`src/hw/burst_mod_regs.svh`:
```
`ifndef BURST_MOD_REGS_SVH
`define BURST_MOD_REGS_SVH
// ----------------------------------------
// configuration bit that selects the extra pipeline delay
// ----------------------------------------
`define MOD_CFG_REG 8'h36
`define MOD_CFG_DELAY_BIT 6
// ----------------------------------------
// timing counts, in transmit bit clock cycles or symbols; SRC_HALF_DIV in sys_clk cycles per half bit clock
// ----------------------------------------
`define MOD_EXTRA_DELAY 8
`define MOD_LEAD_SYMS 2
`define MOD_TAIL_SYMS 13
`define MOD_PRE_SYMS 14
`define MOD_BITS_PER_SYM 2
`define SRC_HALF_DIV 4
// ----------------------------------------
// counter widths
// ----------------------------------------
`define SRC_CNT_W 18
`define MOD_CNT_W 8
`define MOD_SYM_W 4
`define DIV_W 8
`endif

```
`src/hw/burst_mod_pkg.sv`:
```
`include "burst_mod_regs.svh"
package burst_mod_pkg;
  typedef enum logic [2:0] {SRC_IDLE, SRC_LEAD, SRC_XFER, SRC_TAIL} src_state_t;
  typedef enum logic [2:0] {MOD_IDLE, MOD_LEAD, MOD_ACTIVE, MOD_TRAIL, MOD_SHIFT} mod_state_t;
  typedef enum logic [1:0] {DIFF_HOLD, DIFF_TOGGLE, DIFF_ZEROREF} diff_mode_t;

  typedef struct packed {
    src_state_t st;
    logic [`DIV_W-1:0] div;
    logic clk;
    logic gate;
    logic win;
    logic data;
    logic diff;
    logic fec;
    logic rnd;
    logic dsel;
    logic [`SRC_CNT_W-1:0] bit_idx;
    logic [`SRC_CNT_W-1:0] nbits;
    logic fec_on;
    diff_mode_t dmode;
    logic dlvl;
    logic seen_out;
    logic done;
  } src_state_s_t;

  // link inputs as seen by the modulator: clk,gate,win,data,diff,fec,rnd,dsel
  typedef struct packed {
    mod_state_t st;
    logic [7:0] s1;
    logic [7:0] s2;
    logic clk_prev;
    logic [`MOD_CNT_W-1:0] cnt;
    logic [`MOD_SYM_W-1:0] sym;
    logic out_win;
    logic rx_bit;
    logic rx_valid;
    logic sym_pulse;
    logic rx_diff;
    logic rx_fec;
    logic rx_rand;
  } mod_state_s_t;
endpackage : burst_mod_pkg

```
`src/hw/burst_link_if.sv`:
```
`timescale 1ns/1ps
interface burst_link_if;
  logic tx_bit_clock;
  logic clock_gate_enable;
  logic burst_data_window;
  logic serial_data;
  logic diff_encode_enable;
  logic fec_encoder_enable;
  logic randomizer_enable;
  logic delay_sel;
  logic modulator_output_window;

  modport source (
    output tx_bit_clock, clock_gate_enable, burst_data_window, serial_data,
    output diff_encode_enable, fec_encoder_enable, randomizer_enable, delay_sel,
    input modulator_output_window
  );
  modport modulator (
    input tx_bit_clock, clock_gate_enable, burst_data_window, serial_data,
    input diff_encode_enable, fec_encoder_enable, randomizer_enable, delay_sel,
    output modulator_output_window
  );
endinterface : burst_link_if

```
`src/hw/burst_source.sv`:
```
// Overview of operation
// - data changes on falling edge, sampled rising
// - delay bit clear: minimum delay, no FEC
// - delay bit set: output window eight cycles later
// - delay bit set whenever FEC encoder used
// - diff enable toggles or holds per encoding
// - first preamble bit starts on falling edge
// - clock gate up by first preamble edge
// - data window rises mid first preamble bit
// - output window rises ending second symbol
// - diff enable rises one symbol before user
// - data may vanish after last sampling edge
// - diff enable falls at last user symbol
// - data window falls cycle after last bit
// - clock gate held until output window low
// - output window held thirteen symbol pulses
// - FEC and randomizer rise at user start
// - FEC enable falls at last user symbol
// - randomizer falls cycle after last bit
// - zero-reference mode: diff rises at user start
// - bit clock may stop after output window falls
// - output window edges synchronized to clock
`timescale 1ns/1ps
`include "burst_mod_regs.svh"
module burst_source #(
  parameter int PRE_SYMS = `MOD_PRE_SYMS,
  parameter int BPS = `MOD_BITS_PER_SYM,
  parameter int HALF_DIV = `SRC_HALF_DIV
) (
  input wire logic sys_clk,
  input wire logic rst_n,
  burst_link_if.source link,
  input wire logic start,
  input wire logic [13:0] user_syms,
  input wire logic fec_req,
  input wire logic [1:0] diff_mode,
  input wire logic diff_level,
  input wire logic bit_in,
  output logic bit_req,
  output logic busy,
  output logic done
);
  // ----------------------------------------
  // parameter checks
  // ----------------------------------------
  if (PRE_SYMS < 1 || PRE_SYMS > 255) begin : g_chk_pre
    $error("PRE_SYMS out of range");
  end
  if (BPS < 1 || BPS > 8) begin : g_chk_bps
    $error("BPS out of range");
  end
  if (HALF_DIV < 1 || HALF_DIV > 255) begin : g_chk_div
    $error("HALF_DIV out of range");
  end

  // ----------------------------------------
  // derived constants
  // ----------------------------------------
  // bits are counted from zero across preamble and user data
  localparam logic [`SRC_CNT_W-1:0] BPS_C = `SRC_CNT_W'(BPS);
  localparam logic [`SRC_CNT_W-1:0] UBASE = `SRC_CNT_W'(PRE_SYMS * BPS);
  localparam logic [`DIV_W-1:0] DIV_END = `DIV_W'(HALF_DIV - 1);

  // ----------------------------------------
  // state and helpers
  // ----------------------------------------
  burst_mod_pkg::src_state_s_t q, d;
  logic tick;
  logic rise_ev;
  logic fall_ev;
  logic more_bits;
  logic [`SRC_CNT_W-1:0] last_sym;
  logic [`SRC_CNT_W-1:0] next_idx;

  // ----------------------------------------
  // next state
  // ----------------------------------------
  always_comb begin
    d = q;
    d.done = 1'b0;
    // ----------------------------------------
    // bit clock divider
    // ----------------------------------------
    tick = (q.st != burst_mod_pkg::SRC_IDLE) && (q.div == DIV_END);
    rise_ev = tick && !q.clk;
    fall_ev = tick && q.clk;
    next_idx = q.bit_idx + `SRC_CNT_W'(1);
    last_sym = q.nbits - BPS_C;
    more_bits = next_idx < q.nbits;
    bit_req = fall_ev && ((q.st == burst_mod_pkg::SRC_LEAD) ||
              (q.st == burst_mod_pkg::SRC_XFER && more_bits));
    if (q.st != burst_mod_pkg::SRC_IDLE) begin
      d.div = tick ? '0 : q.div + `DIV_W'(1);
      if (tick) begin
        d.clk = !q.clk;
      end
    end
    // ----------------------------------------
    // burst sequencing
    // ----------------------------------------
    case (q.st)
      burst_mod_pkg::SRC_IDLE: begin
        // start is only looked at here, so a start while a burst runs is dropped
        // the burst settings are latched so later input changes cannot disturb it
        d.div = '0;
        d.clk = 1'b0;
        if (start) begin
          d.st = burst_mod_pkg::SRC_LEAD;
          d.nbits = `SRC_CNT_W'((`SRC_CNT_W'(PRE_SYMS) + `SRC_CNT_W'(user_syms)) * BPS_C);
          d.fec_on = fec_req;
          d.dsel = fec_req;
          d.dmode = burst_mod_pkg::diff_mode_t'(diff_mode);
          d.dlvl = diff_level;
          d.diff = (diff_mode == 2'(burst_mod_pkg::DIFF_HOLD)) ? diff_level : 1'b0;
          d.seen_out = 1'b0;
          d.bit_idx = '0;
        end
      end
      burst_mod_pkg::SRC_LEAD: begin
        // gate and first preamble bit leave together on the first falling edge
        if (fall_ev) begin
          d.st = burst_mod_pkg::SRC_XFER;
          d.gate = 1'b1;
          d.data = bit_in;
          d.bit_idx = '0;
        end
      end
      burst_mod_pkg::SRC_XFER: begin
        // data moves on falling edges, the control levels on rising edges except the zero-reference diff rise, which is on a falling edge
        if (fall_ev) begin
          d.bit_idx = next_idx;
          d.data = more_bits ? bit_in : 1'b0;
          if (q.dmode == burst_mod_pkg::DIFF_ZEROREF && next_idx == UBASE) begin
            d.diff = 1'b1;
          end
        end
        if (rise_ev) begin
          if (q.bit_idx == '0) begin
            d.win = 1'b1;
          end
          if (q.dmode == burst_mod_pkg::DIFF_TOGGLE && q.bit_idx == UBASE - BPS_C) begin
            d.diff = 1'b1;
          end
          if (q.bit_idx == UBASE) begin
            d.fec = q.fec_on;
            d.rnd = 1'b1;
          end
          // the last user symbol starts BPS bits before the end
          if (q.bit_idx == last_sym) begin
            d.fec = 1'b0;
            if (q.dmode != burst_mod_pkg::DIFF_HOLD) begin
              d.diff = 1'b0;
            end
          end
          if (q.bit_idx == q.nbits) begin
            d.win = 1'b0;
            d.rnd = 1'b0;
            d.st = burst_mod_pkg::SRC_TAIL;
          end
        end
      end
      burst_mod_pkg::SRC_TAIL: begin
        // the window is down; only the output window is watched from here
        // the modulator counts its tail symbols on this clock, so it keeps running
        if (link.modulator_output_window) begin
          d.seen_out = 1'b1;
        end
        if (fall_ev && q.seen_out && !link.modulator_output_window) begin
          d.st = burst_mod_pkg::SRC_IDLE;
          d.gate = 1'b0;
          d.diff = 1'b0;
          d.done = 1'b1;
        end
      end
      default: begin
        d.st = burst_mod_pkg::SRC_IDLE;
      end
    endcase
  end

  // ----------------------------------------
  // state register
  // ----------------------------------------
  always_ff @(posedge sys_clk) begin
    if (!rst_n) begin
      q <= '0;
    end else begin
      q <= d;
    end
  end

  // ----------------------------------------
  // outputs
  // ----------------------------------------
  assign link.tx_bit_clock = q.clk;
  assign link.clock_gate_enable = q.gate;
  assign link.burst_data_window = q.win;
  assign link.serial_data = q.data;
  assign link.diff_encode_enable = q.diff;
  assign link.fec_encoder_enable = q.fec;
  assign link.randomizer_enable = q.rnd;
  assign link.delay_sel = q.dsel;

  // ----------------------------------------
  // status
  // ----------------------------------------
  assign busy = q.st != burst_mod_pkg::SRC_IDLE;
  assign done = q.done;
endmodule : burst_source

```
`src/flat_wrapper.sv`:
```
// flat-port wrapper written by rule: the top's interface ports become plain ports
module burst_source_flat 
#(
  parameter int PRE_SYMS = `MOD_PRE_SYMS,
  parameter int BPS = `MOD_BITS_PER_SYM,
  parameter int HALF_DIV = `SRC_HALF_DIV
)
  (sys_clk, rst_n, start, user_syms, fec_req, diff_mode, diff_level, bit_in, bit_req, busy, done, link_tx_bit_clock, link_clock_gate_enable, link_burst_data_window, link_serial_data, link_diff_encode_enable, link_fec_encoder_enable, link_randomizer_enable, link_delay_sel, link_modulator_output_window);
  burst_link_if link_i ();
  input wire logic sys_clk;
  input wire logic rst_n;
  input wire logic start;
  input wire logic [13:0] user_syms;
  input wire logic fec_req;
  input wire logic [1:0] diff_mode;
  input wire logic diff_level;
  input wire logic bit_in;
  output logic bit_req;
  output logic busy;
  output logic done;
  output wire logic [$bits(link_i.tx_bit_clock)-1:0] link_tx_bit_clock;
  output wire logic [$bits(link_i.clock_gate_enable)-1:0] link_clock_gate_enable;
  output wire logic [$bits(link_i.burst_data_window)-1:0] link_burst_data_window;
  output wire logic [$bits(link_i.serial_data)-1:0] link_serial_data;
  output wire logic [$bits(link_i.diff_encode_enable)-1:0] link_diff_encode_enable;
  output wire logic [$bits(link_i.fec_encoder_enable)-1:0] link_fec_encoder_enable;
  output wire logic [$bits(link_i.randomizer_enable)-1:0] link_randomizer_enable;
  output wire logic [$bits(link_i.delay_sel)-1:0] link_delay_sel;
  input wire logic [$bits(link_i.modulator_output_window)-1:0] link_modulator_output_window;
  assign link_tx_bit_clock = link_i.tx_bit_clock;
  assign link_clock_gate_enable = link_i.clock_gate_enable;
  assign link_burst_data_window = link_i.burst_data_window;
  assign link_serial_data = link_i.serial_data;
  assign link_diff_encode_enable = link_i.diff_encode_enable;
  assign link_fec_encoder_enable = link_i.fec_encoder_enable;
  assign link_randomizer_enable = link_i.randomizer_enable;
  assign link_delay_sel = link_i.delay_sel;
  assign link_i.modulator_output_window = link_modulator_output_window;
  burst_source #(.PRE_SYMS(PRE_SYMS), .BPS(BPS), .HALF_DIV(HALF_DIV)) u_core (.sys_clk(sys_clk), .rst_n(rst_n), .link(link_i), .start(start), .user_syms(user_syms), .fec_req(fec_req), .diff_mode(diff_mode), .diff_level(diff_level), .bit_in(bit_in), .bit_req(bit_req), .busy(busy), .done(done));
endmodule
```
`config.mk`:
```
export PLATFORM = sky130hd
export DESIGN_NAME = burst_source_flat
export DESIGN_NICKNAME = d
export VERILOG_FILES = /design/src/hw/burst_mod_pkg.sv /design/src/hw/burst_link_if.sv /design/src/hw/burst_source.sv /design/src/flat_wrapper.sv
export VERILOG_INCLUDE_DIRS = /design/src /design/src/hw
export SDC_FILE = /design/constraint.sdc
export NUM_CORES = 1
export LEC_CHECK = 0
export BUFFER_PORTS_ARGS = -buffer_cell sky130_fd_sc_hd__buf_2
export CORE_MARGIN = 2
export CORE_UTILIZATION = 30
export CTS_CLUSTER_SIZE = 16
export DETAILED_ROUTE_END_ITERATION = 16
export GPL_TIMING_DRIVEN = 0
export PLACE_DENSITY = 0.46
export RECOVER_POWER = 25
export SLEW_MARGIN = 20
export SYNTH_ARGS = -nofsm -noshare
export SYNTH_HDL_FRONTEND = slang
export SYNTH_SLANG_ARGS = --single-unit
```
`constraint.sdc`:
```
create_clock -name sys_clk -period 6.9 [get_ports sys_clk]
set_input_delay 0.69 -clock sys_clk [delete_from_list [all_inputs] [get_ports sys_clk]]
set_output_delay 0.69 -clock sys_clk [all_outputs]
set_load 0.05 [all_outputs]
```
==> load_flow_metrics.sql, run 1 <==
INSERT INTO impl_metrics (metric_group, metric, value, unit) VALUES
('critical_path', 'max_stage_delay', '0.59', 'ns'),
('timing', 'maxSlewViolCount', '0', ''),
('timing', 'fmax', '0.226', 'GHz'),
('routing', 'route.detailed.drc', '0', ''),
('synthesis', 'number_of_enable_type_register_cells_in_the_synthesized_netlist', '0', ''),
('pwr', 'comb_power_share', '45.5', '%'),
('global_routing', 'grt.total_usage', '16.9', '%'),
('clock_network', 'cts_max_path_buffers', '2', ''),
('synthesis', 'yosysWarningCount', '0', ''),
('global_routing', 'grt.overflow.total', '0', ''),
('clock_network', 'cts_tree', 'done', ''),
('clock_network', 'clk_latency', '0.30', 'ns'),
('placement', 'detailedPlacementHpwl', '9270', 'µm'),
('pwr', 'switchingPower', '0.548', 'mW'),
('critical_path', 'crit_path_start_kind', 'flop', ''),
('routing', 'first_iter_violations', '189', ''),
('global_routing', 'grt_start_max_net_pins', '20', ''),
('routing', 'drt-vias-per-instance', '5.08', ''),
('layout', 'layout.cells.most_common_list', '60 x nor2_1, 55 x dfxtp_1, 42 x nand2_1, 36 x a21oi_1', ''),
('critical_path', 'setup.worst_path.end_class', 'primary output', ''),
('pwr', 'irDropWorstVdd', '0.107', 'mV'),
('routing', 'final_antenna_net_count', '0', ''),
('clock_network', 'cts_root_buf', 'clkbuf_16', ''),
('pwr', 'netSwitchingFraction', '44.6', '%'),
('placement', 'placed_insts', '731', ''),
('critical_path', 'crit_path_cell_trace', 'ha_1 > nand4_2 > nor2_1 > xnor2_1 > inv_1 > ha_1 > a21o_1 > a21oi_1 > nor2_1 > o31ai_1 > and3b_1 > o21a_1 > buf_2', ''),
('clock_network', 'tritoncts_buffers', '5', ''),
('clock_network', 'cts.sinks', '55', ''),
('critical_path', 'critical-path-slowest-cell', 'dfxtp_1', ''),
('synthesis', 'synth_flop_cell', 'dfxtp_1', ''),
('pwr', 'seqPwrFrac', '32.6', '%'),
('critical_path', 'worst_path_buf_inv', '2', ''),
('timing', 'min_period_over_period', '64.1', '%'),
('floorplan', 'die_width', '120', 'µm'),
('synthesis', 'netlist_area', '0.00404', 'mm²'),
('synthesis', 'syn-num-nets', '571', ''),
('synthesis', 'synth_sequential_area_ratio', '27.3', '%'),
('placement', 'portBuffers', '32', ''),
('critical_path', 'worstPathArrival', '3.74', 'ns'),
('flow_run', 'cap_viol_max_count', '0', ''),
('critical_path', 'regToRegSetupSlack', '3.65', 'ns'),
('floorplan', 'design.die.area', '0.0144', 'mm²'),
('routing', 'post_drt_wl_per_cell', '15.8', 'µm'),
('critical_path', 'worst_path_dominant_cell_family', 'simple AND/OR/NAND/NOR gates', ''),
('critical_path', 'crit_path_max_fanout', '9', ''),
('timing', 'final.setup.tns', '0', 'ns'),
('pwr', 'cellPowerDensity', '270', 'mW/mm²'),
('synthesis', 'synth.distinct_cells', '57', ''),
('pwr', 'cell_internal_pwr', '0.681', 'mW'),
('clock_network', 'post-cts-setup-buffers', '0', ''),
('routing', 'route.vias.total', '3751', ''),
('layout', 'layout-drive-gt1-share', '9.59', '%'),
('timing', 'setup_viol', '0', ''),
('floorplan', 'core_area', '0.0132', 'mm²'),
('pwr', 'share_clk_of_total_power', '22.0', '%'),
('clock_network', 'hold_buffers', '0', ''),
('timing', 'worst-slew-pin-transition', '0.772', 'ns'),
('global_routing', 'number_of_antenna_violations_at_the_first_check_in_global_routing', '0', ''),
('global_routing', 'grt_first_pass_wirelength', '19300', 'µm'),
('clock_network', 'postCtsResizedCells', '0', ''),
('synthesis', 'synth-async-reset-ratio', '0', '%'),
('layout', 'area_growth_syn_to_layout', '12.7', '%'),
('timing', 'worst_slew_margin_rel', '48.0', '%'),
('timing', 'setup_repair_after_global_routing_missed_its_margin', 'no', ''),
('synthesis', 'postSynthCellCount', '523', ''),
('pwr', 'power.leakage', '1.81', 'nW'),
('outcome', 'status', 'complete, no violations', ''),
('timing', 'worst_clock_skew', '0.00887', 'ns'),
('placement', 'gpl.final_weighted_congestion', '0.855', ''),
('timing', 'shortest_period_the_worst_path_allows', '4.43', 'ns'),
('layout', 'stdcell_count', '739', '');
## per-stage QoR
| step | hold slack, ns | area (µm²) | total power, mW |
|---|---|---|---|
| floorplan | 0.418 | 4040 | 0.803 |
| global placement | 0.434 | 4420 | 0.956 |
| detailed placement | 0.453 | 4420 | 0.962 |
| CTS | 0.471 | 4570 | 1.24 |
| global route | 0.507 | 4550 | 1.32 |
| finish | 0.468 | 4550 | 1.23 |
## worst reg2reg max path: stages, from the launching register on
cell     delay [ns]
dfxtp_1        0.59
ha_1           0.39
nand4_2        0.20
nor2_1         0.39
xnor2_1        0.21
inv_1          0.07
ha_1           0.29
a21o_1         0.16
a21oi_1        0.15
nor2_1         0.06
o31ai_1        0.19
and3b_1        0.30
a41o_1         0.20
## logic make-up (layout without fill, tap and decap cells)
| logic type | Yosys count | after routing | synth area share (%) |
|---|---|---|---|
| AND/OR/NAND/NOR | 227 | 227 | 30.5 |
| multiplexers | 7 | 7 | 1.73 |
| buffers and inverters | 62 | 102 | 6.51 |
| XOR/XNOR | 57 | 57 | 12.4 |
| adder cells (fa/ha/maj) | 25 | 25 | 7.74 |
| flip-flops | 55 | 55 | 27.3 |
| AO/OA/AOI/OAI | 90 | 90 | 13.9 |
## worst paths after layout
path / startpoint / endpoint / cells past startpoint
max: u_core.q[24]$_SDFFE_PN0P_ / bit_req / 13
min: u_core.q[50]$_SDFFE_PP0N_ / u_core.q[50]$_SDFFE_PP0N_ / 1
max reg2reg: u_core.q[24]$_SDFFE_PN0P_ / u_core.link.serial_data$_SDFFE_PN0P_ / 12
min reg2reg: u_core.q[50]$_SDFFE_PP0N_ / u_core.q[50]$_SDFFE_PP0N_ / 1
## layer usage
metal,vias up,global-route usage [%],wire length (µm)
met5,-,0,0
met4,0,3.09,89
met3,7,2.28,460
met2,62,28.3,5430
met1,1784,23.3,5690
li1,1898,-,-
## area by class of cell
| class | count | area [µm²] | area share, % |
|---|---|---|---|
| inverters | 33 | 124 | 2.72 |
| flip-flops and latches | 55 | 1100 | 24.2 |
| multi-input cells | 406 | 2670 | 58.6 |
| plain buffers | 29 | 139 | 3.05 |
| repair buffers | 32 | 149 | 3.27 |
| clock buffers | 5 | 125 | 2.75 |
| well taps | 176 | 220 | 4.84 |
| clock inverters | 3 | 26.3 | 0.577 |
## cells in the mapped netlist, drive strengths merged (2+ instances only)
cell      n  area (µm²)
and2      3        18.8
ha       25         313
clkbuf   18        67.6
o21a      3        22.5
mux2i     7        70.1
nand2    42         158
o21ai    18        90.1
a211oi   14         105
and3      8        50.1
buf      11        71.3
nor3     17         100
nand3b    6        45.0
and4      2        17.5
nor2b    10        62.6
nand4    19         146
a21oi    36         180
xnor2    32         280
nand3    32         160
o31ai     2        15.0
a21o      2        15.0
a41o      2        20.0
and4b     2        20.0
or3       5        36.3
nor4     12         118
nand2b    3        18.8
nor2     60         225
xor2     25         219
nand4b    2        17.5
a2111oi   2        23.8
dfxtp    55        1100
inv      32         120
## power groups by stage
| stage | logic (mW) | clock network, mW | registers, mW |
|---|---|---|---|
| after floorplan | 0.404 | 0 | 0.399 |
| after global placement | 0.549 | 0 | 0.408 |
| after detailed placement | 0.553 | 0 | 0.408 |
| after CTS | 0.556 | 0.280 | 0.401 |
| after global routing | 0.623 | 0.290 | 0.407 |
| final | 0.559 | 0.270 | 0.400 |
## registers in the layout, summed over array words and instances (netlist names)
signal / count
u_core.link.randomizer_enable: 1
u_core.link.serial_data: 1
u_core.link.diff_encode_enable: 1
u_core.link.burst_data_window: 1
u_core.link.tx_bit_clock: 1
u_core.link.fec_encoder_enable: 1
u_core.link.clock_gate_enable: 1
u_core.done: 1
u_core.q: 47
Power figures use the tool's default switching activity.
==> inputs of run 2 (changes only) <==
--- a/config.mk
+++ b/config.mk
@@ -6,13 +6,14 @@
 export SDC_FILE = /design/constraint.sdc
 export NUM_CORES = 1
 export LEC_CHECK = 0
+export ABC_AREA = 1
 export BUFFER_PORTS_ARGS = -buffer_cell sky130_fd_sc_hd__buf_2
 export CORE_MARGIN = 2
 export CORE_UTILIZATION = 30
 export CTS_CLUSTER_SIZE = 16
 export DETAILED_ROUTE_END_ITERATION = 16
 export GPL_TIMING_DRIVEN = 0
-export PLACE_DENSITY = 0.46
+export PLACE_DENSITY = 0.47
 export RECOVER_POWER = 25
 export SLEW_MARGIN = 20
 export SYNTH_ARGS = -nofsm -noshare
==> constraint.sdc (replaced) <==
create_clock -name sys_clk -period 3.9 [get_ports sys_clk]
set_input_delay 0.39 -clock sys_clk [delete_from_list [all_inputs] [get_ports sys_clk]]
set_output_delay 0.39 -clock sys_clk [all_outputs]
set_load 0.05 [all_outputs]
==> run 2 against run 1 <==
  * Sequential power grew 84%
  * Combinational power grew 140%
  * Sequential cell count is the same
  * Count of clock-buffer cells in the layout is the same
  * Synthesized cell count grew 33%
  * Final cell count grew 24%
  * Final area grew 6.0%
==> load_flow_metrics.sql, run 2 <==
INSERT INTO impl_metrics (metric_group, metric, value, unit) VALUES
('timing', 'maxSlewViolCount', '0', ''),
('synthesis', 'netlist_area', '0.00430', 'mm²'),
('synthesis', 'synth_flop_cell', 'dfxtp_1', ''),
('pwr', 'irDropWorstVdd', '0.244', 'mV'),
('timing', 'final.setup.tns', '0', 'ns'),
('synthesis', 'synth-async-reset-ratio', '0', '%'),
('critical_path', 'timing.critical_path.required', '3.51', 'ns'),
('routing', 'post_drt_wl_per_cell', '14.9', 'µm'),
('clock_network', 'post-cts-setup-buffers', '0', ''),
('synthesis', 'synth.avg_cell_area', '6.20', 'µm²'),
('timing', 'min_period_over_period', '91.4', '%'),
('floorplan', 'core_area', '0.0139', 'mm²'),
('routing', 'final_antenna_net_count', '0', ''),
('layout', 'layout-drive-gt1-share', '8.72', '%'),
('timing', 'shortest_period_the_worst_path_allows', '3.57', 'ns'),
('routing', 'drt-vias-per-instance', '4.88', ''),
('timing', 'worst_slew_margin_rel', '56.4', '%'),
('critical_path', 'setup.worst_path.end_class', 'primary output', ''),
('critical_path', 'crit_path_max_fanout', '9', ''),
('synthesis', 'synth_seq_cells', '55', ''),
('timing', 'fmax', '0.280', 'GHz'),
('clock_network', 'clk_latency', '0.31', 'ns'),
('layout', 'antennaDiodeCount', '0', ''),
('synthesis', 'yosys.cell_count.top_type', 'nand2_1', ''),
('synthesis', 'post-synth-top-area-fraction', '25.6', '%'),
('pwr', 'cellPowerDensity', '530', 'mW/mm²'),
('routing', 'first_iter_violations', '311', ''),
('layout', 'area_growth_syn_to_layout', '12.4', '%'),
('layout', 'stdcell_count', '914', ''),
('clock_network', 'cts_max_path_buffers', '2', ''),
('global_routing', 'via_count_of_the_first_global_routing_pass', '4221', ''),
('synthesis', 'yosys-top-cells-count', '160 x nand2_1, 104 x inv_1, 100 x nor2_1', ''),
('clock_network', 'tritoncts_buffers', '5', ''),
('synthesis', 'number_of_enable_type_register_cells_in_the_synthesized_netlist', '0', ''),
('placement', 'portBuffers', '33', ''),
('layout', 'largest_reg_flops', '47', ''),
('pwr', 'power.leakage', '2.37', 'nW'),
('global_routing', 'grt_start_max_net_pins', '20', ''),
('floorplan', 'chipHeight', '124', 'µm'),
('floorplan', 'design.die.area', '0.0153', 'mm²'),
('clock_network', 'cts_root_buf', 'clkbuf_16', ''),
('synthesis', 'synth_sequential_area_ratio', '25.6', '%'),
('clock_network', 'postCtsResizedCells', '0', ''),
('global_routing', 'number_of_antenna_violations_at_the_first_check_in_global_routing', '0', ''),
('placement', 'gpl.final_weighted_congestion', '0.998', ''),
('clock_network', 'hold_buffers', '0', ''),
('layout', 'final_common_cell', 'nand2_1', ''),
('synthesis', 'synth.distinct_cells', '37', ''),
('routing', 'route.detailed.drc', '0', ''),
('outcome', 'status', 'complete, no violations', ''),
('global_routing', 'grt.overflow.total', '0', ''),
('floorplan', 'initial_utilization', '30.8', '%'),
('clock_network', 'cts_tree', 'done', ''),
('critical_path', 'crit_path_start_kind', 'flop', ''),
('worst_hold_path', 'hold_path_class', 'in -> reg', ''),
('layout', 'layout.cells.most_common_list', '160 x nand2_1, 104 x inv_1, 100 x nor2_1, 55 x dfxtp_1, 41 x nand3_1', ''),
('floorplan', 'std_cell_rows', '43', ''),
('timing', 'final-hold-violation-count', '0', ''),
('timing', 'worst-slew-pin-transition', '0.653', 'ns'),
('synthesis', 'synth_top_area_cell', 'dfxtp_1', ''),
('timing', 'setup_repair_after_global_routing_missed_its_margin', 'no', ''),
('critical_path', 'path_class', 'reg -> out', ''),
('routing', 'first_pass_iters', '7', ''),
('routing', 'route.vias.total', '4462', ''),
('clock_network', 'clk_pin_slew', '0.08', 'ns'),
('floorplan', 'pin_count', '34', ''),
('synthesis', 'yosysWarningCount', '0', ''),
('global_routing', 'grt.total_usage', '19.1', '%'),
('routing', 'routed_wirelength', '13700', 'µm'),
('placement', 'dpl_cell_area', '0.00469', 'mm²'),
('synthesis', 'postSynthCellCount', '693', ''),
('synthesis', 'syn-num-nets', '741', ''),
('floorplan', 'die_width', '124', 'µm'),
('layout', 'post-route-cell-area', '0.00483', 'mm²'),
('critical_path', 'worstPathArrival', '3.18', 'ns'),
('global_routing', 'grt_first_pass_wirelength', '22100', 'µm'),
('layout', 'fin_nets', '781', ''),
('layout', 'biggest_register', 'u_core.q', ''),
('placement', 'placed_insts', '906', ''),
('flow_run', 'cap_viol_max_count', '0', ''),
('placement', 'detailedPlacementHpwl', '11300', 'µm'),
('clock_network', 'cts_max_level', '2', ''),
('timing', 'setup_viol', '0', ''),
('synthesis', 'synth.top_cells.by_area', 'dfxtp_1 26%, nand2_1 14%, inv_1 9.1%, nor2_1 8.7%, ha_1 7.3%', ''),
('clock_network', 'cts.sinks', '55', ''),
('timing', 'worst_clock_skew', '0.00859', 'ns');
[run 2: changes by cell type in the layout (fill, tap and decap cells not counted), sizes merged, moves of 7 or more]
| cell | previous run | this run |
|---|---|---|
| mux2i | 7 | 0 |
| nor2 | 60 | 109 |
| clkbuf | 32 | 23 |
| nor2b | 10 | 0 |
| nand2 | 42 | 166 |
| nor4 | 12 | 3 |
| xnor2 | 32 | 8 |
| a22oi | 1 | 12 |
| inv | 34 | 107 |
| xor2 | 25 | 17 |
| o21ai | 18 | 32 |
| a211oi | 14 | 6 |
| nand3 | 32 | 45 |
[run 2: routing by layer]
layer / vias to the layer above / global-route usage, % / part of all wire [%]
li1: 2321 / - / -
met1: 2021 / 25.4 / 47
met2: 102 / 31.9 / 46
met3: 18 / 2.88 / 4.5
met4: 0 / 5.54 / 1.8
met5: - / 0 / 0
[run 2: critical path, stage by stage, from the launching register on]
cell and delay, ns:
dfxtp_1 0.51, ha_1 0.27, nand3_2 0.14, nor2_4 0.22, nand2_1 0.08, nand2_1 0.06
nand2_1 0.11, ha_1 0.29, inv_1 0.07, nor3_1 0.05, nor3_1 0.14, nand2_1 0.12
nand2_1 0.07, nand2_1 0.05, nand2_1 0.06, nand2_1 0.15, a21boi_0 0.19, buf_2 0.28
[run 2: logic make-up (layout without fill, tap and decap cells)]
kind of cell / count (synthesis) / after routing / share of synthesized area, %
and+or+nand+nor: 369 / 369 / 37.8
buffers and inverters: 122 / 163 / 11.1
AOI/OAI and AO/OA: 97 / 97 / 13.2
DFF: 55 / 55 / 25.6
adders and majority gates: 25 / 25 / 7.28
xor gates and xnor gates: 25 / 25 / 5.10
[run 2: layout make-up]
| type | count | area [µm²] |
|---|---|---|
| inverters | 105 | 394 |
| fillers | 1559 | 9110 |
| clock buffers | 5 | 125 |
| repair buffers | 33 | 154 |
| flip-flops and latches | 55 | 1100 |
| well taps | 180 | 225 |
| plain buffers | 17 | 81.3 |
| multi-input cells | 516 | 2720 |
| clock inverters | 3 | 27.5 |
[run 2: per-stage QoR]
step | util, % | worst slack, ns | hold WS, ns | power [mW]
3_5_place_dp | 33.6 | 0.682 | 0.441 | 2.07
5_1_grt | 34.6 | 0.00597 | 0.346 | 2.78
3_3_place_gp | 33.6 | 0.727 | 0.435 | 2.08
6_report | 34.6 | 0.334 | 0.316 | 2.56
2_1_floorplan | - | 0.510 | 0.418 | 1.69
4_1_cts | 34.7 | 0.319 | 0.315 | 2.57
[run 2: power by group]
| part | internal, mW | leakage [nW] | switching [mW] |
|---|---|---|---|
| combinational | 0.394 | 1.85 | 0.945 |
| clock | 0.246 | 0.0723 | 0.239 |
| sequential | 0.650 | 0.449 | 0.0868 |
| total | 1.29 | 2.37 | 1.27 |
[run 2: final timing paths]
path	startpoint	cells past startpoint	slack, ns	to
setup / recovery	u_core.q[25]$_SDFFE_PN0P_	17	0.33	bit_req
hold / removal	bit_in	3	0.32	u_core.link.serial_data$_SDFFE_PN0P_
hold reg to reg	u_core.q[50]$_SDFFE_PP0N_	1	0.45	u_core.q[50]$_SDFFE_PP0N_
setup reg to reg	u_core.q[25]$_SDFFE_PN0P_	18	1.17	u_core.link.serial_data$_SDFFE_PN0P_
==> inputs of run 3 (changes only) <==
--- a/config.mk
+++ b/config.mk
@@ -9,11 +9,11 @@
 export ABC_AREA = 1
 export BUFFER_PORTS_ARGS = -buffer_cell sky130_fd_sc_hd__buf_2
 export CORE_MARGIN = 2
-export CORE_UTILIZATION = 30
+export CORE_UTILIZATION = 50
 export CTS_CLUSTER_SIZE = 16
 export DETAILED_ROUTE_END_ITERATION = 16
 export GPL_TIMING_DRIVEN = 0
-export PLACE_DENSITY = 0.47
+export PLACE_DENSITY = 0.71
 export RECOVER_POWER = 25
 export SLEW_MARGIN = 20
 export SYNTH_ARGS = -nofsm -noshare
==> run 3 against run 2 <==
  * Die area decreased by 39%
  * Sequential power increased by 0.5%
  * Global-route usage increased by 6.5 points
  * Register-to-register slack got worse by 0.04 ns
  * Fmax about the same
  * Critical path depth unchanged
  * Combinational power decreased by 3%
  * Via count increased by 2.5%
  * First-iteration DRC count decreased by 0.32%
  * Largest cell class unchanged
  * Count of clock-buffer cells in the layout unchanged
  * Final area decreased by 3.1%
  * Final cell count decreased by 8.2%
==> load_flow_metrics.sql, run 3 (synthesis results as in run 2) <==
INSERT INTO impl_metrics (metric_group, metric, value, unit) VALUES
('outcome', 'status', 'complete, no violations', ''),
('clock_network', 'cts_root_buf', 'clkbuf_8', ''),
('layout', 'biggest_register', 'u_core.q', ''),
('routing', 'first_pass_iters', '5', ''),
('layout', 'layout.cells.most_common_list', '160 x nand2_1, 104 x inv_1, 100 x nor2_1, 55 x dfxtp_1, 41 x nand3_1', ''),
('timing', 'setup_repair_after_global_routing_missed_its_margin', 'no', ''),
('placement', 'gpl.final_weighted_congestion', '0.988', ''),
('routing', 'first_iter_violations', '310', ''),
('pwr', 'irDropWorstVdd', '0.359', 'mV'),
('timing', 'min_period_over_period', '91.5', '%'),
('layout', 'final_common_cell', 'nand2_1', ''),
('clock_network', 'clk_pin_slew', '0.12', 'ns'),
('global_routing', 'grt.total_usage', '25.6', '%'),
('clock_network', 'cts_max_path_buffers', '2', ''),
('floorplan', 'core_area', '0.00826', 'mm²'),
('routing', 'route.detailed.drc', '0', ''),
('critical_path', 'worst_path_buf_inv', '2', ''),
('layout', 'area_growth_syn_to_layout', '8.88', '%'),
('routing', 'final_antenna_net_count', '0', ''),
('timing', 'maxSlewViolCount', '0', ''),
('layout', 'num-fill-cells', '849', ''),
('layout', 'antennaDiodeCount', '0', ''),
('floorplan', 'initial_utilization', '52.0', '%'),
('placement', 'detailedPlacementHpwl', '9900', 'µm'),
('placement', 'placed_insts', '831', ''),
('clock_network', 'hold_buffers', '0', ''),
('clock_network', 'cts_max_level', '2', ''),
('layout', 'layout-drive-gt1-share', '8.72', '%'),
('floorplan', 'std_cell_rows', '33', ''),
('critical_path', 'worst_path_dominant_cell_family', 'simple AND/OR/NAND/NOR gates', ''),
('layout', 'largest_reg_flops', '47', ''),
('critical_path', 'critical-path-slowest-cell', 'dfxtp_1', ''),
('layout', 'stdcell_count', '839', ''),
('timing', 'worst_clock_skew', '0.00723', 'ns'),
('pwr', 'cellPowerDensity', '513', 'mW/mm²'),
('critical_path', 'crit_path_cell_trace', 'ha_1 > nand3_2 > nor2_4 > nand2_1 > nand2_1 > nand2_1 > ha_1 > inv_1 > nor3_1 > nor3_1 > nand2_1 > nand2_1 > nand2_1 > nand2_1 > nand2_1 > a21boi_0 > buf_2', ''),
('timing', 'worst-slew-pin-transition', '0.631', 'ns'),
('floorplan', 'chipHeight', '96.7', 'µm'),
('global_routing', 'grt_first_pass_wirelength', '19700', 'µm'),
('critical_path', 'crit_path_max_fanout', '9', ''),
('worst_hold_path', 'hold_path_class', 'in -> reg', ''),
('clock_network', 'post-cts-setup-buffers', '0', ''),
('timing', 'worst_slew_margin_rel', '57.5', '%'),
('critical_path', 'timing.critical_path.required', '3.51', 'ns'),
('routing', 'post_drt_wl_per_cell', '14.3', 'µm'),
('clock_network', 'clk_latency', '0.32', 'ns'),
('global_routing', 'grt.overflow.total', '0', ''),
('pwr', 'power.leakage', '2.34', 'nW'),
('floorplan', 'design.die.area', '0.00935', 'mm²'),
('critical_path', 'setup.worst_path.end_class', 'primary output', ''),
('global_routing', 'grt_start_max_net_pins', '20', ''),
('routing', 'route.vias.total', '4573', ''),
('placement', 'portBuffers', '33', ''),
('critical_path', 'worstPathArrival', '3.18', 'ns'),
('clock_network', 'cts_tree', 'done', ''),
('timing', 'setup_viol', '0', ''),
('flow_run', 'cap_viol_max_count', '0', ''),
('clock_network', 'tritoncts_buffers', '5', ''),
('clock_network', 'cts.sinks', '55', ''),
('critical_path', 'max_stage_delay', '0.52', 'ns'),
('timing', 'shortest_period_the_worst_path_allows', '3.57', 'ns'),
('floorplan', 'pin_count', '34', ''),
('global_routing', 'number_of_antenna_violations_at_the_first_check_in_global_routing', '0', ''),
('critical_path', 'path_class', 'reg -> out', ''),
('clock_network', 'postCtsResizedCells', '0', ''),
('routing', 'routed_wirelength', '12000', 'µm'),
('global_routing', 'via_count_of_the_first_global_routing_pass', '4122', ''),
('floorplan', 'die_width', '96.7', 'µm'),
('timing', 'final.setup.tns', '0', 'ns'),
('critical_path', 'crit_path_start_kind', 'flop', ''),
('layout', 'fin_nets', '781', ''),
('critical_path', 'critPathMostFrequentCell', 'nand2_1', ''),
('routing', 'drt-vias-per-instance', '5.45', ''),
('layout', 'fin_util', '56.6', '%'),
('timing', 'fmax', '0.280', 'GHz'),
('timing', 'final-hold-violation-count', '0', '');
==> run 3: cell types whose count changed in the layout (fill, tap and decap cells not counted) <==
| cell | change |
|---|---|
| clkbuf_16 | -5 |
| clkbuf_8 | +5 |
==> run 3: area by class of cell <==
class                           count  area [µm²]  area share [%]
Timing Repair Buffer               33         154            3.29
Clock buffer                        5        68.8            1.47
Multi-Input combinational cell    516        2720            58.1
Buffer                             17        81.3            1.74
Tap cell                          105         131            2.81
Clock inverter                      3        27.5           0.589
Sequential cell                    55        1100            23.5
Inverter                          105         394            8.43
==> run 3: worst min-delay path, cell delays in order <==
cell and delay [ns]:
buf_2 0.10, nand2_1 0.05, a21oi_1 0.05
==> run 3: metal layers <==
layer | wire length [µm] | part of all wire (%) | track usage, %
met3 | 799 | 6.6 | 3.11
met5 | 0 | 0 | 0
met1 | 5510 | 46 | 35.7
met4 | 276 | 2.3 | 7.69
met2 | 5430 | 45 | 41.5
==> run 3: path summary, 6_finish.rpt <==
path | end | slack [ns] | depth (start not counted) | startpoint
setup / recovery | bit_req | 0.33 | 17 | u_core.q[25]$_SDFFE_PN0P_
hold / removal | u_core.link.serial_data$_SDFFE_PN0P_ | 0.30 | 3 | bit_in
hold reg to reg | u_core.q[50]$_SDFFE_PP0N_ | 0.45 | 1 | u_core.q[50]$_SDFFE_PP0N_
setup reg to reg | u_core.link.serial_data$_SDFFE_PN0P_ | 1.13 | 18 | u_core.q[25]$_SDFFE_PN0P_
==> run 3: report_power, final <==
group	switching (mW)	leakage (nW)	internal [mW]
registers	0.0905	0.449	0.650
clock network	0.221	0.0467	0.134
logic	0.911	1.85	0.394
==> run 3: metrics by stage <==
step | power, mW | hold WS (ns) | worst slack, ns | instance area (µm²)
after global placement | 2.01 | 0.430 | 0.809 | 4590
after CTS | 2.39 | 0.294 | 0.367 | 4690
after floorplan | 1.69 | 0.418 | 0.510 | 4300
final | 2.40 | 0.298 | 0.331 | 4680
after global routing | 2.61 | 0.331 | 0.0673 | 4680
after detailed placement | 2.03 | 0.437 | 0.753 | 4590
